## src/rtl/kcs_pkg.sv

```systemverilog
// Package of constants and types for the kernel clock select controller
// ----------------------------------------------------------------------
// Contract
// - External reset returns every clock switch default
// - Card source: 0 bus clock six, 3 oscillator
// - Serial source: 0 peripheral bus, 2 oscillator
// - Quad flash source: 0 interconnect, 3 common
// - Extmem source: 0 interconnect, 3 common clock
// - Startup pins decode to boot peripheral
// - Standby wake sets trust and protect bits
// - Protected state blocks oscillators, core uses internal
// - Protected: only fourth pll, common from internal
// - Protected: keep-on bit hidden from core
// - Standby exit secures low-power oscillator enable
// - Stop exit handshake holds state long enough
// ----------------------------------------------------------------------
package kcs_pkg;

  // ----------------------------------------------------------------------
  // Register byte offsets
  // ----------------------------------------------------------------------
  localparam logic [7:0] OFS_KERSEL  = 8'h00;
  localparam logic [7:0] OFS_LPDLY   = 8'h04;
  localparam logic [7:0] OFS_TRUST   = 8'h08;
  localparam logic [7:0] OFS_OSCEN   = 8'h0c;
  localparam logic [7:0] OFS_STATUS  = 8'h10;

  // Kernel select field positions in the select register
  localparam int SEL_CARD_LSB   = 0;
  localparam int SEL_SER_LSB    = 4;
  localparam int SEL_QSPI_LSB   = 8;
  localparam int SEL_EXTM_LSB   = 12;
  localparam int SEL_W          = 3;

  // Trust control register bits
  localparam int TRUST_TRUSTZONE_ENABLE_BIT = 0;
  localparam int TRUST_PROT_BIT = 1;

  // Oscillator enable register bits
  localparam int OSC_HSE_BIT    = 0;
  localparam int OSC_CSI_BIT    = 1;
  localparam int OSC_LSI_BIT    = 2;
  localparam int OSC_THIRD_PLL_BIT   = 3;
  localparam int OSC_FOURTH_PLL_BIT   = 4;
  localparam int OSC_KEEP_BIT   = 5;
  localparam int OSC_W          = 6;

  // Reset values and minimum stop exit delay
  localparam logic [2:0]  SEL_RESET    = 3'h0;
  localparam logic [21:0] LPDLY_RESET  = 22'h000000;
  localparam logic [21:0] LPDLY_MIN    = 22'h000004;
  localparam logic [5:0]  OSC_RESET    = 6'h00;

  // Source codes
  localparam logic [2:0] CARD_BUS6     = 3'h0;
  localparam logic [2:0] CARD_HSI      = 3'h3;
  localparam logic [2:0] SER_PCLK      = 3'h0;
  localparam logic [2:0] SER_HSI       = 3'h2;
  localparam logic [2:0] MEM_ACLK      = 3'h0;
  localparam logic [2:0] MEM_PER       = 3'h3;

  // Startup decode
  typedef enum logic [1:0] {
    BOOT_SERIAL = 2'h0,
    BOOT_QSPI   = 2'h1,
    BOOT_CARD   = 2'h2,
    BOOT_EXTMEM = 2'h3
  } kcs_boot_type;

  // Clock switch sequencing, one-hot
  typedef enum logic [2:0] {
    SW_RUN  = 3'b001,
    SW_OFF  = 3'b010,
    SW_ON   = 3'b100
  } kcs_sw_type;

  // Stop exit handshake, one-hot
  typedef enum logic [1:0] {
    HS_IDLE = 2'b01,
    HS_HOLD = 2'b10
  } kcs_hs_type;

  // Per-switch state
  typedef struct packed {
    kcs_sw_type  st;
    logic [2:0]  cur;
    logic [2:0]  pend;
    logic        gate;
  } kcs_mux_type;

endpackage : kcs_pkg

```

## src/rtl/kcs_ctrl.sv

```systemverilog
// Kernel clock select controller with AXI4-Lite register slave
//
// The address map and the AXI4-Lite slave port are this design's own decisions.
`timescale 1ns/100ps
module kcs_ctrl
  import kcs_pkg::*;
#(
  parameter int NMUX = 4
) (
  input  wire logic        aclk,
  input  wire logic        aresetn,
  // AXI4-Lite slave
  input  wire logic [7:0]  s_axi_awaddr,
  input  wire logic        s_axi_awvalid,
  output      logic        s_axi_awready,
  input  wire logic [31:0] s_axi_wdata,
  input  wire logic [3:0]  s_axi_wstrb,
  input  wire logic        s_axi_wvalid,
  output      logic        s_axi_wready,
  output      logic [1:0]  s_axi_bresp,
  output      logic        s_axi_bvalid,
  input  wire logic        s_axi_bready,
  input  wire logic [7:0]  s_axi_araddr,
  input  wire logic        s_axi_arvalid,
  output      logic        s_axi_arready,
  output      logic [31:0] s_axi_rdata,
  output      logic [1:0]  s_axi_rresp,
  output      logic        s_axi_rvalid,
  input  wire logic        s_axi_rready,
  // System side
  input  wire logic        external_reset_pin,
  input  wire logic        standby_wake,
  input  wire logic        app_core_started,
  input  wire logic        secure_access,
  input  wire logic [2:0]  boot_pins,
  input  wire logic        stop_exit_req,
  output      logic        stop_exit_ack,
  input  wire logic [NMUX-1:0] src_sync_ok,
  input  wire logic [7:0]  src_enabled,
  output      logic [NMUX-1:0] kernel_gate,
  output      logic [11:0] kernel_sel,
  output      logic [1:0]  boot_source,
  output      logic [5:0]  osc_enable,
  output      logic        mcu_use_internal_osc,
  output      logic        per_from_internal
);

  // ----------------------------------------------------------------------
  // State
  // ----------------------------------------------------------------------
  typedef struct packed {
    logic                  aw_got;
    logic                  w_got;
    logic [7:0]            awaddr;
    logic [31:0]           wdata;
    logic [3:0]            wstrb;
    logic                  bvalid;
    logic [1:0]            bresp;
    logic                  rvalid;
    logic [31:0]           rdata;
    logic [1:0]            rresp;
    logic [NMUX*SEL_W-1:0] sel;
    logic [21:0]           lpdly;
    logic                  trustzone_enable;
    logic                  prot;
    logic [OSC_W-1:0]      osc;
    kcs_mux_type [NMUX-1:0] mux;
    kcs_hs_type            hs;
    logic [21:0]           hs_cnt;
    logic [1:0]            boot;
  } kcs_state_type;

  kcs_state_type s;
  kcs_state_type next_s;

  // Startup pin decode
  function automatic kcs_boot_type boot_decode(input logic [2:0] p);
    case (p)
      3'h0, 3'h6: boot_decode = BOOT_SERIAL;
      3'h1, 3'h7: boot_decode = BOOT_QSPI;
      3'h2, 3'h5: boot_decode = BOOT_CARD;
      3'h3:       boot_decode = BOOT_EXTMEM;
      default:    boot_decode = BOOT_SERIAL;
    endcase
  endfunction : boot_decode

  // Source code to enable index, code offset by mux number in one shared list
  function automatic logic [2:0] src_index(input int m, input logic [2:0] c);
    src_index = 3'(c + 3'(m));
  endfunction : src_index

  logic protected_st;
  assign protected_st = s.trustzone_enable && s.prot && !app_core_started;

  // ----------------------------------------------------------------------
  // Next state
  // ----------------------------------------------------------------------
  always_comb begin
    logic [31:0]      wd;
    logic [OSC_W-1:0] osc_w;
    logic [2:0]       nsel;
    logic             en;
    wd     = 32'h0;
    osc_w  = '0;
    nsel   = 3'h0;
    en     = 1'b0;
    next_s = s;
    // Write channel capture
    if (s_axi_awvalid && !s.aw_got) begin
      next_s.aw_got = 1'b1;
      next_s.awaddr = s_axi_awaddr;
    end
    if (s_axi_wvalid && !s.w_got) begin
      next_s.w_got = 1'b1;
      next_s.wdata = s_axi_wdata;
      next_s.wstrb = s_axi_wstrb;
    end
    // Write commit once both halves arrived
    if (s.aw_got && s.w_got && !s.bvalid) begin
      wd = s.wdata;
      next_s.aw_got = 1'b0;
      next_s.w_got  = 1'b0;
      next_s.bvalid = 1'b1;
      next_s.bresp  = 2'h0;
      case (s.awaddr)
        OFS_KERSEL: begin
          for (int m = 0; m < NMUX; m++) begin
            next_s.sel[m*SEL_W +: SEL_W] = wd[m*4 +: SEL_W];
          end
        end
        OFS_LPDLY: next_s.lpdly = wd[21:0];
        OFS_TRUST: begin
          if (secure_access) begin
            next_s.trustzone_enable = wd[TRUST_TRUSTZONE_ENABLE_BIT];
            next_s.prot = wd[TRUST_PROT_BIT];
          end
        end
        OFS_OSCEN: begin
          osc_w = wd[OSC_W-1:0];
          if (protected_st) begin
            osc_w[OSC_HSE_BIT]  = s.osc[OSC_HSE_BIT];
            osc_w[OSC_LSI_BIT]  = s.osc[OSC_LSI_BIT];
            osc_w[OSC_THIRD_PLL_BIT] = s.osc[OSC_THIRD_PLL_BIT];
            osc_w[OSC_KEEP_BIT] = s.osc[OSC_KEEP_BIT];
          end
          if (s.trustzone_enable && !secure_access) begin
            osc_w[OSC_CSI_BIT] = s.osc[OSC_CSI_BIT];
          end
          next_s.osc = osc_w;
        end
        OFS_STATUS: ;
        default: next_s.bresp = 2'h2;
      endcase
    end
    if (s.bvalid && s_axi_bready) begin
      next_s.bvalid = 1'b0;
    end
    // Read channel
    if (s_axi_arvalid && !s.rvalid) begin
      next_s.rvalid = 1'b1;
      next_s.rresp  = 2'h0;
      next_s.rdata  = 32'h0;
      case (s_axi_araddr)
        OFS_KERSEL: begin
          for (int m = 0; m < NMUX; m++) begin
            next_s.rdata[m*4 +: SEL_W] = s.sel[m*SEL_W +: SEL_W];
          end
        end
        OFS_LPDLY:  next_s.rdata[21:0] = s.lpdly;
        OFS_TRUST:  next_s.rdata[1:0] = {s.prot, s.trustzone_enable};
        OFS_OSCEN: begin
          next_s.rdata[OSC_W-1:0] = s.osc;
          if (protected_st && !secure_access) begin
            next_s.rdata[OSC_KEEP_BIT] = 1'b0;
          end
        end
        OFS_STATUS: begin
          for (int m = 0; m < NMUX; m++) begin
            next_s.rdata[m*4 +: SEL_W] = s.mux[m].cur;
            next_s.rdata[m*4+3]        = s.mux[m].gate;
          end
          next_s.rdata[17:16] = s.boot;
          next_s.rdata[20]    = protected_st;
          next_s.rdata[21]    = (s.hs == HS_HOLD);
        end
        default: next_s.rresp = 2'h2;
      endcase
    end
    if (s.rvalid && s_axi_rready) begin
      next_s.rvalid = 1'b0;
    end
    // Glitch-free switch sequencing per mux
    for (int m = 0; m < NMUX; m++) begin
      nsel = s.sel[m*SEL_W +: SEL_W];
      en   = src_enabled[src_index(m, s.mux[m].cur)];
      case (s.mux[m].st)
        SW_RUN: begin
          next_s.mux[m].gate = en;
          if (nsel != s.mux[m].cur) begin
            next_s.mux[m].pend = nsel;
            next_s.mux[m].gate = 1'b0;
            next_s.mux[m].st   = SW_OFF;
          end
        end
        SW_OFF: begin
          if (src_sync_ok[m]) begin
            next_s.mux[m].cur = s.mux[m].pend;
            next_s.mux[m].st  = SW_ON;
          end
        end
        SW_ON: begin
          if (src_sync_ok[m]) begin
            next_s.mux[m].gate = en;
            next_s.mux[m].st   = SW_RUN;
          end
        end
        default: next_s.mux[m].st = SW_RUN;
      endcase
    end
    // Stop exit handshake holds for the programmed delay
    case (s.hs)
      HS_IDLE: begin
        if (stop_exit_req) begin
          next_s.hs     = HS_HOLD;
          next_s.hs_cnt = s.lpdly;
        end
      end
      HS_HOLD: begin
        if (s.hs_cnt != 22'h0) begin
          next_s.hs_cnt = s.hs_cnt - 22'h1;
        end else if (!stop_exit_req) begin
          next_s.hs = HS_IDLE;
        end
      end
      default: next_s.hs = HS_IDLE;
    endcase
    // Standby wake forces protection defaults
    if (standby_wake) begin
      next_s.trustzone_enable = 1'b1;
      next_s.prot = 1'b1;
    end
    // Protected state removes forbidden sources
    if (next_s.trustzone_enable && next_s.prot && !app_core_started) begin
      next_s.osc[OSC_HSE_BIT]  = 1'b0;
      next_s.osc[OSC_LSI_BIT]  = 1'b0;
      next_s.osc[OSC_THIRD_PLL_BIT] = 1'b0;
    end
    next_s.boot = boot_decode(boot_pins);
    // Pin reset returns all switches to default
    if (external_reset_pin) begin
      for (int m = 0; m < NMUX; m++) begin
        next_s.sel[m*SEL_W +: SEL_W] = SEL_RESET;
        next_s.mux[m].cur  = SEL_RESET;
        next_s.mux[m].pend = SEL_RESET;
        next_s.mux[m].st   = SW_RUN;
        next_s.mux[m].gate = 1'b0;
      end
    end
  end

  // ----------------------------------------------------------------------
  // Registers
  // ----------------------------------------------------------------------
  always_ff @(posedge aclk) begin
    if (!aresetn) begin
      s        <= '0;
      s.trustzone_enable   <= 1'b1;
      s.prot   <= 1'b1;
      s.lpdly  <= LPDLY_RESET;
      s.osc    <= OSC_RESET;
      s.hs     <= HS_IDLE;
      for (int m = 0; m < NMUX; m++) begin
        s.mux[m].st  <= SW_RUN;
        s.mux[m].cur <= SEL_RESET;
      end
    end else begin
      s <= next_s;
    end
  end

  // ----------------------------------------------------------------------
  // Outputs
  // ----------------------------------------------------------------------
  assign s_axi_awready = !s.aw_got;
  assign s_axi_wready  = !s.w_got;
  assign s_axi_bvalid  = s.bvalid;
  assign s_axi_bresp   = s.bresp;
  assign s_axi_arready = !s.rvalid;
  assign s_axi_rvalid  = s.rvalid;
  assign s_axi_rdata   = s.rdata;
  assign s_axi_rresp   = s.rresp;
  assign stop_exit_ack = (s.hs == HS_HOLD);
  assign boot_source   = s.boot;
  assign osc_enable    = s.osc;
  assign mcu_use_internal_osc = protected_st;
  assign per_from_internal    = protected_st;

  // Gates and current selections per switch
  genvar g;
  generate
    for (g = 0; g < NMUX; g++) begin : g_mux
      assign kernel_gate[g] = s.mux[g].gate;
      assign kernel_sel[g*SEL_W +: SEL_W] = s.mux[g].cur;
    end
  endgenerate

endmodule : kcs_ctrl

```

## config.mk

```make
export PLATFORM = sky130hd
export DESIGN_NAME = kcs_ctrl
export DESIGN_NICKNAME = d
export VERILOG_FILES = /design/src/rtl/kcs_pkg.sv /design/src/rtl/kcs_ctrl.sv
export SDC_FILE = /design/constraint.sdc
export NUM_CORES = 1
export LEC_CHECK = 0
export BUFFER_PORTS_ARGS = -buffer_cell sky130_fd_sc_hd__clkbuf_2
export CAP_MARGIN = 20
export CELL_PAD_IN_SITES_DETAIL_PLACEMENT = 1
export CELL_PAD_IN_SITES_GLOBAL_PLACEMENT = 1
export CORE_UTILIZATION = 42
export DETAILED_ROUTE_END_ITERATION = 16
export PLACE_DENSITY_LB_ADDON = 0.1
export SYNTH_ARGS = -nofsm -noshare
export SYNTH_HDL_FRONTEND = slang
export SYNTH_SLANG_ARGS = --single-unit
```

## constraint.sdc

```tcl
create_clock -name aclk -period 2.86 [get_ports aclk]
set_clock_uncertainty 0.05 [all_clocks]
set_input_delay 0.572 -clock aclk [delete_from_list [all_inputs] [get_ports aclk]]
set_output_delay 0.572 -clock aclk [all_outputs]
set_load 0.05 [all_outputs]
```

==> metrics.txt, run 1 <==
first-pass GRT wire length 36.6 mm; worst hold-check path type input port to flip-flop; total power 5.26 mW; count of final setup violators 0; crit path max fanout 7; drt first-iter violations 381; total track usage 23.9%; Fmax 409 MHz; CP arrival 2.69 ns; area delta synth->final 13.6%; Root Buffer clkbuf_16; CTS sink count 166; fin cells 1,278; maxcap violations 0; Post-synth EDFFs 0; Worst-Margin Slew 0.756 ns; share of cells above drive strength 1 20.0%; Int Power 3.91 mW; Critical Path Sink Type flip-flop; postcts setup bufs 0; power share of the combinational group 9.8%; antenna violation net count after detailed routing 0; worst vdd ir 0.404 mV; GRT Residual Overflow 0; DP Cell Count 1,247; drt first pass iters 5; wire per inst 17.8 um; Die Ht 141 um; nets@finish 1,088; # rows 50; Seq pwr share 45.7%; Synth cell types 64; most frequent cells in the layout dfxtp_1 (166), clkbuf_2 (120), nor2_1 (118); GP Congestion 0.812; post-synthesis cell area 8100 um2; CTS buffer count 17; asr flop ratio synth 0%; CTS tree yes; Max Slew Vio Count 0; Syn. warnings 0; vias in the first global route 6,684; Clk pwr share 44.5%; via count 6,832; Pleak 3.65 nW; Sw Share 25.6%; vias per inst 5.35; total wire length 22.8 mm; Fin. Hold Viols 0; min cycle time layout 2.44 ns; hold buffer count at CTS 0; #FFs+latches synth 166; I/O Pins 147; Reg clk slew, reported paths 0.07 ns; period utilization 85.4%; ant diodes 0; drt drc 0; Core Box Area 18,800 um2; Clk Latency, worst-skew pair 0.43 ns; clock buffer depth 2; leading area contributor after synthesis dfxtp_1; prevailing post-synth register cell dfxtp_1; Power Density 571 nW/um2; Setup CP Type flip-flop to flip-flop; Initial Util 43.0%; Mean Syn Cell Area 8.62 um2; commonest non-fill, non-tap cell in the layout dfxtp_1; synth top area cells dfxtp_1 (41%), mux2i_1 (10%), buf_4 (6.1%), nor2_1 (5.5%), a21oi_1 (5.2%); synthesized instance count 940; NetSw 1.35 mW; Yosys top cell area share 41.0%; IO Port Bufs 120; RSZ-0062 raised after global routing false; CTS resizes 0; largest net degree at the start of global routing 45; DPL Wire Length 16.6 mm; H-tree depth 4; antenna violations before repair 0; startpoint types flip-flop; WHS 0.273 ns; Max-slew headroom 49.2%; die span in x 141 um; final setup TNS 0 ns; WP data required 3.11 ns; die area 19,900 um2; status complete, no violations; Seq/Total Area, Yosys 41.0%
[worst paths after layout]
path	from	end	slack [ns]	cells after the start
max	s[3]	s[19]	0.42	8
min	s_axi_rready	s_axi_rvalid	0.27	2
max reg2reg	s[3]	s[19]	0.42	8
min reg2reg	s_axi_rdata[1]	s_axi_rdata[1]	0.40	2
[power groups by stage]
stage	clock (mW)	combinational (mW)	sequential, mW
global placement	0	0.505	2.45
finish	2.34	0.513	2.40
detailed placement	0	0.510	2.45
global route	2.47	0.558	2.41
CTS	2.38	0.514	2.40
floorplan	0	0.354	2.44
[metal layers]
metal  track usage (%)  wire length, um  part of all wire (%)
met1              33.7            11200                    49
met2              36.6            10200                    45
met3              3.84              984                   4.3
met4              9.04              466                   2.0
met5                 0                0                     0
[registers in the layout, indices dropped and copies added, names as in the netlist]
signal        flops
s_axi_rresp       1
kernel_sel       12
s_axi_rvalid      1
s               116
s_axi_rdata      22
boot_source       2
s_axi_bresp       1
osc_enable        6
kernel_gate       4
s_axi_bvalid      1
[Yosys cell counts, types with 3 or more instances]
cell      number
a211oi_1       4
a21o_1         3
a21oi_1       84
a22o_1        21
a31oi_1        7
a32oi_1        4
and3_1         4
and3b_1        7
buf_2          4
buf_4         66
clkbuf_1      42
dfxtp_1      166
ha_1           3
inv_1         18
mux2i_1       84
mux4_2        10
nand2_1      100
nand2b_1      12
nand3_1       16
nand3b_1       6
nand4_1        5
nor2_1       118
nor2b_1       12
nor3_1        27
nor3b_1        9
nor4_1         3
o21ai_0       32
o21ai_1        9
or4_1          3
xor2_1        13
[cell type report]
class / count / area (um2)
inverters: 19 / 71.3
repair buffers: 151 / 833
flip-flops and latches: 166 / 3320
multi-input cells: 651 / 4060
clock inverters: 12 / 155
well taps: 260 / 325
clock buffers: 19 / 443
fillers: 2265 / 9620
[through the flow]
| step | util (%) | setup WS (ns) | cell area, um2 |
|---|---|---|---|
| 6_report | 48.9 | 0.417 | 9210 |
| 5_1_grt | 48.9 | 0.254 | 9210 |
| 4_1_cts | 48.9 | 0.426 | 9210 |
| 3_5_place_dp | 45.7 | 0.444 | 8610 |
| 3_3_place_gp | 45.7 | 0.461 | 8610 |
| 2_1_floorplan | - | 0.763 | 8150 |
[kinds of logic after synthesis]
kind of cell,Yosys count,synth area share (%)
AOI/OAI and AO/OA,190,14.4
xor gates and xnor gates,15,1.62
adders and majority gates,3,0.463
buffers and inverters,134,9.42
DFF,166,41.0
muxes,95,13.3
other,1,0.0463
and+or+nand+nor,336,19.7
[critical path, cell delays in order (launching register included)]
cell	delay, ns
dfxtp_1	0.33
inv_1	0.06
ha_1	0.21
or4b_1	0.66
nor2_4	0.25
a32oi_1	0.31
buf_4	0.28
o21ai_0	0.08
a21oi_1	0.08
Note: power is estimated with default switching activity, not from simulation.
==> run 2, diff against run 1 <==
Settings changed: BUFFER_PORTS_ARGS -buffer_cell sky130_fd_sc_hd__clkbuf_2 to -buffer_cell sky130_fd_sc_hd__buf_2, SLEW_MARGIN from default to 10.
Clock period 2.86 ns to 2.65 ns, I/O delays scaled along.
==> run 2 against run 1 <==
Via count grew 0.18%. Cell area shrank 0.19%. Die area did not move. Largest power group unchanged.
==> metrics.txt, run 2 (synthesis gave the netlist of run 1 again) <==
Int Power 4.19 mW (was 3.91 mW); Worst-Margin Slew 0.986 ns (was 0.756 ns); slowest CP cell or4b_1 (unchanged); die area 19,900 um2 (unchanged); critical path, cell by cell inv_1 -> ha_1 -> or4b_1 -> nor2_4 -> a32oi_1 -> buf_4 -> o21ai_0 -> a21oi_1 (unchanged); NetSw 1.46 mW (was 1.35 mW); worst hold-check path type input port to flip-flop (unchanged); grt met2 use 37.8% (was 36.6%); GP Congestion 0.796 (was 0.812); Sw Share 25.8% (was 25.6%); Biggest register s (unchanged); nets@finish 1,086 (was 1,088); Setup CP Type flip-flop to flip-flop (unchanged); DPL Wire Length 16.6 mm (about the same); met1 Usage GRT 34.0% (was 33.7%); Pleak 3.67 nW (was 3.65 nW); antenna violation net count after detailed routing 0 (unchanged); first-pass GRT wire length 37.3 mm (was 36.6 mm); most frequent cells in the layout dfxtp_1 (166), buf_2 (120), nor2_1 (118) (was dfxtp_1 (166), clkbuf_2 (120), nor2_1 (118)); pre-CTS setup slack 0.274 ns (was 0.444 ns); GRT Residual Overflow 0 (unchanged); Max-slew headroom 34.2% (was 49.2%); CTS buffer count 17 (unchanged); Clk pwr share 44.4% (was 44.5%); Largest register FFs 116 (unchanged); delay-heaviest family, CP simple AND/OR/NAND/NOR gates (unchanged); Reg clk slew, reported paths 0.07 ns (about the same); drt drc 0 (unchanged); total wire length 22.9 mm (was 22.8 mm); status complete, no violations (unchanged); Reg area 3320 um2 (unchanged); count of final setup violators 0 (unchanged); gr busiest metal met2 (unchanged); Initial Util 43.0% (unchanged); H-tree depth 4 (unchanged); Critical Path Sink Type flip-flop (unchanged); I/O Pins 147 (unchanged); via count 6,844 (was 6,832); power share of the combinational group 9.7% (was 9.8%); RSZ-0062 raised after global routing false (unchanged); largest net degree at the start of global routing 49 (was 45); WP data required 2.89 ns (was 3.11 ns); final setup TNS 0 ns (unchanged); drt first pass iters 5 (unchanged); startpoint types flip-flop (unchanged); die span in x 141 um (unchanged); total track usage 24.3% (was 23.9%); CTS sink count 166 (unchanged); antenna violations before repair 1 (was 0); Power Density 614 nW/um2 (was 571 nW/um2); CP arrival 2.65 ns (was 2.69 ns); CTS tree yes (unchanged); Fmax 415 MHz (was 409 MHz); Root Buffer clkbuf_16 (unchanged); worst vdd ir 0.449 mV (was 0.404 mV); maxcap violations 0 (unchanged); Crit path buffers/inverters 2 (unchanged); share of cells above drive strength 1 19.9% (was 20.0%); area delta synth->final 13.4% (was 13.6%); ant diodes 0 (unchanged); total power 5.65 mW (was 5.26 mW); IO Port Bufs 120 (unchanged); WHS 0.238 ns (was 0.273 ns); # rows 50 (unchanged); wire per inst 17.9 um (was 17.8 um); Core Box Area 18,800 um2 (unchanged); hold buffer count at CTS 0 (unchanged); vias in the first global route 6,767 (was 6,684); WP depth 8 (unchanged); vias per inst 5.36 (was 5.35); crit-path max cell delay 0.65 ns (was 0.66 ns); Fin. Hold Viols 0 (unchanged); Multi-input gate area 4060 um2 (unchanged); postcts setup bufs 0 (unchanged); grt met3 use 4.31% (was 3.84%); min cycle time layout 2.41 ns (was 2.44 ns); period utilization 91.0% (was 85.4%); R2R cell count 8 (unchanged); Seq pwr share 45.9% (was 45.7%); Clk Latency, worst-skew pair 0.43 ns (about the same); Core Util, Final 48.8% (was 48.9%); Max Slew Vio Count 0 (unchanged); Fillers 2,263 (was 2,265); Die Ht 141 um (unchanged); commonest non-fill, non-tap cell in the layout dfxtp_1 (unchanged); drt first-iter violations 331 (was 381); crit path max fanout 7 (unchanged); Hold Crit Depth 2 (unchanged); Worst Setup Slack, final 0.239 ns (was 0.417 ns); clock buffer depth 2 (unchanged); CTS resizes 0 (unchanged)
[run 2: cell types whose count changed in the layout (fill, tap and decap cells not counted), sizes merged]
| cell | before | now |
|---|---|---|
| clkbuf | 139 | 22 |
| clkinvlp | 5 | 4 |
| bufinv | 3 | 2 |
| inv | 18 | 19 |
| clkinv | 5 | 4 |
| buf | 31 | 149 |
[run 2: cell type report]
type                            count  area share (%)
Sequential cell                   166            36.2
Clock inverter                     10            1.32
Inverter                           19           0.776
Clock buffer                       22            5.16
Tap cell                          260            3.54
Multi-Input combinational cell    651            44.2
Timing Repair Buffer              149            8.90
[run 2: layer usage]
layer  routed length, um  up-vias
li1                    -     3346
met1               11200     3289
met2               10200      175
met3                1030       32
met4                 408        2
met5                  13        -
[run 2: path summary, 6_finish.rpt]
check	startpoint	endpoint	slack [ns]
worst max register to register	s[3]	s[19]	0.24
worst max-delay path	s[3]	s[19]	0.24
worst min-delay path	s_axi_rready	s_axi_rvalid	0.24
worst min register to register	s_axi_rdata[17]	s_axi_rdata[17]	0.40
[run 2: stage by stage]
| stage | area (um2) | cells |
|---|---|---|
| 2_1_floorplan | 8150 | 951 |
| 3_3_place_gp | 8600 | 1245 |
| 3_5_place_dp | 8600 | 1245 |
| 4_1_cts | 9190 | 1277 |
| 5_1_grt | 9190 | 1277 |
| 6_report | 9190 | 1277 |
[run 2: power groups by stage]
stage,clock network [mW],logic (mW),registers [mW]
after floorplan,0,0.382,2.63
after global placement,0,0.541,2.65
final,2.50,0.550,2.59
after global routing,2.66,0.599,2.60
after CTS,2.54,0.550,2.59
after detailed placement,0,0.548,2.65
==> run 3, diff against run 2 <==
Settings changed: CORE_MARGIN from default to 4, PLACE_DENSITY from default to 0.83, PLACE_DENSITY_LB_ADDON 0.1 to default.
==> run 3 against run 2 <==
Global-route usage decreased by 2.1 points. Via count increased by 1.8%. Count of clock-buffer cells in the layout unchanged. Sequential share of layout area down 0.12 points. Critical path type unchanged. Register-to-register slack lost 0.05 ns. Largest power group is now the clock network. Cell area increased by 0.34%.
==> metrics.txt, run 3 (synthesis gave the netlist of run 1 again) <==
antenna violation net count after detailed routing 0 (unchanged); Core Box Area 18,800 um2 (unchanged); nets@finish 1,085 (was 1,086); Fillers 2,268 (was 2,263); CTS resizes 0 (unchanged); CTS sink count 166 (unchanged); Finished Cell Area 9220 um2 (was 9190 um2); die span in x 147 um (was 141 um); Die Ht 147 um (was 141 um); drt first pass iters 4 (was 5); maxcap violations 0 (unchanged); CP arrival 2.78 ns (was 2.65 ns); total power 5.84 mW (was 5.65 mW); vias in the first global route 7,137 (was 6,767); Initial Util 43.0% (unchanged); Worst-Margin Slew 0.971 ns (was 0.986 ns); share of cells above drive strength 1 19.7% (was 19.9%); GRT Residual Overflow 0 (unchanged); DP Cell Count 1,244 (was 1,245); die area 21,600 um2 (was 19,900 um2); Max-slew headroom 35.2% (was 34.2%); GP Congestion 0.859 (was 0.796); crit path max fanout 8 (was 7); total wire length 24.0 mm (was 22.9 mm); Fin. Hold Viols 0 (unchanged); Biggest register s (unchanged); fin cells 1,276 (was 1,277); drt first-iter violations 390 (was 331); Power Density 633 nW/um2 (was 614 nW/um2); CTS buffer count 17 (unchanged); Root Buffer clkbuf_16 (unchanged); RSZ-0062 raised after global routing false (unchanged); drt drc 0 (unchanged); dpl cell area 8590 um2 (was 8600 um2); via count 6,964 (was 6,844); CTS tree yes (unchanged); IO Port Bufs 120 (unchanged); clock buffer depth 2 (unchanged); total track usage 22.2% (was 24.3%); # rows 50 (unchanged); ant diodes 0 (unchanged); count of final setup violators 0 (unchanged); WP data required 2.97 ns (was 2.89 ns); hold buffer count at CTS 0 (unchanged); most frequent cells in the layout dfxtp_1 (166), buf_2 (120), nor2_1 (118) (unchanged); postcts setup bufs 0 (unchanged); Seq pwr share 44.4% (was 45.9%); NetSw 1.49 mW (was 1.46 mW); Fmax 407 MHz (was 415 MHz); Setup CP Type flip-flop to flip-flop (unchanged); Largest register FFs 116 (unchanged); R2R cell count 8 (unchanged); startpoint types flip-flop (unchanged); worst vdd ir 0.503 mV (was 0.449 mV); final setup TNS 0 ns (unchanged); Core Util, Final 49.0% (was 48.8%); Hold Crit Depth 2 (unchanged); antenna violations before repair 2 (was 1); Clk pwr share 46.2% (was 44.4%); status complete, no violations (unchanged); power share of the combinational group 9.4% (was 9.7%); Clk Latency, worst-skew pair 0.45 ns (was 0.43 ns); vias per inst 5.46 (was 5.36); Reg clk slew, reported paths 0.07 ns (about the same); DPL Wire Length 17.1 mm (was 16.6 mm); Int Power 4.35 mW (was 4.19 mW); Max Slew Vio Count 0 (unchanged); first-pass GRT wire length 38.5 mm (was 37.3 mm); I/O Pins 147 (unchanged); Pleak 3.69 nW (was 3.67 nW); area delta synth->final 13.8% (was 13.4%); H-tree depth 4 (unchanged); Worst Setup Slack, final 0.190 ns (was 0.239 ns); Critical Path Sink Type flip-flop (unchanged); largest net degree at the start of global routing 45 (was 49); wire per inst 18.8 um (was 17.9 um); min cycle time layout 2.46 ns (was 2.41 ns); pre-CTS setup slack 0.190 ns (was 0.274 ns); Sw Share 25.4% (was 25.8%); commonest non-fill, non-tap cell in the layout dfxtp_1 (unchanged); worst hold-check path type input port to flip-flop (unchanged); WHS 0.220 ns (was 0.238 ns); period utilization 92.8% (was 91.0%)
==> run 3: critical path, stage by stage (launching register included) <==
cell	delay, ns
dfxtp_1	0.44
inv_1	0.07
ha_1	0.25
or4b_1	0.24
nor2_4	0.06
a32oi_1	0.80
buf_4	0.29
nand2_1	0.06
a21oi_1	0.13
==> run 3: area by class of cell <==
class                      instances  area [um2]  share of cell area [%]
clock buffer                      22         464                    5.03
clock inverter                    10         170                    1.84
sequential                       166        3320                    36.0
inverter                          19        71.3                   0.773
multi-input combinational        651        4060                    44.0
timing repair buffer             148         811                    8.79
tap                              260         325                    3.53
==> run 3: power groups by stage <==
stage	Clock [mW]	Combinational (mW)	Sequential, mW
floorplan	0	0.382	2.63
global placement	0	0.532	2.65
detailed placement	0	0.543	2.65
CTS	2.72	0.549	2.59
global route	2.84	0.597	2.60
finish	2.69	0.552	2.59
==> run 3: final timing paths <==
path                       start  slack [ns]             end
hold reg to reg   s_axi_rdata[0]        0.40  s_axi_rdata[0]
setup / recovery            s[2]        0.19            s[6]
setup reg to reg            s[2]        0.19            s[6]
hold / removal      s_axi_rready        0.22    s_axi_rvalid
==> run 3: routing by layer <==
| layer | track usage [%] | up-vias | routed length, um |
|---|---|---|---|
| met3 | 4.29 | 39 | 1350 |
| met2 | 34.4 | 191 | 11100 |
| met4 | 9.27 | 4 | 616 |
| met1 | 30.4 | 3388 | 11000 |
| li1 | - | 3342 | - |
| met5 | 0 | - | 27 |
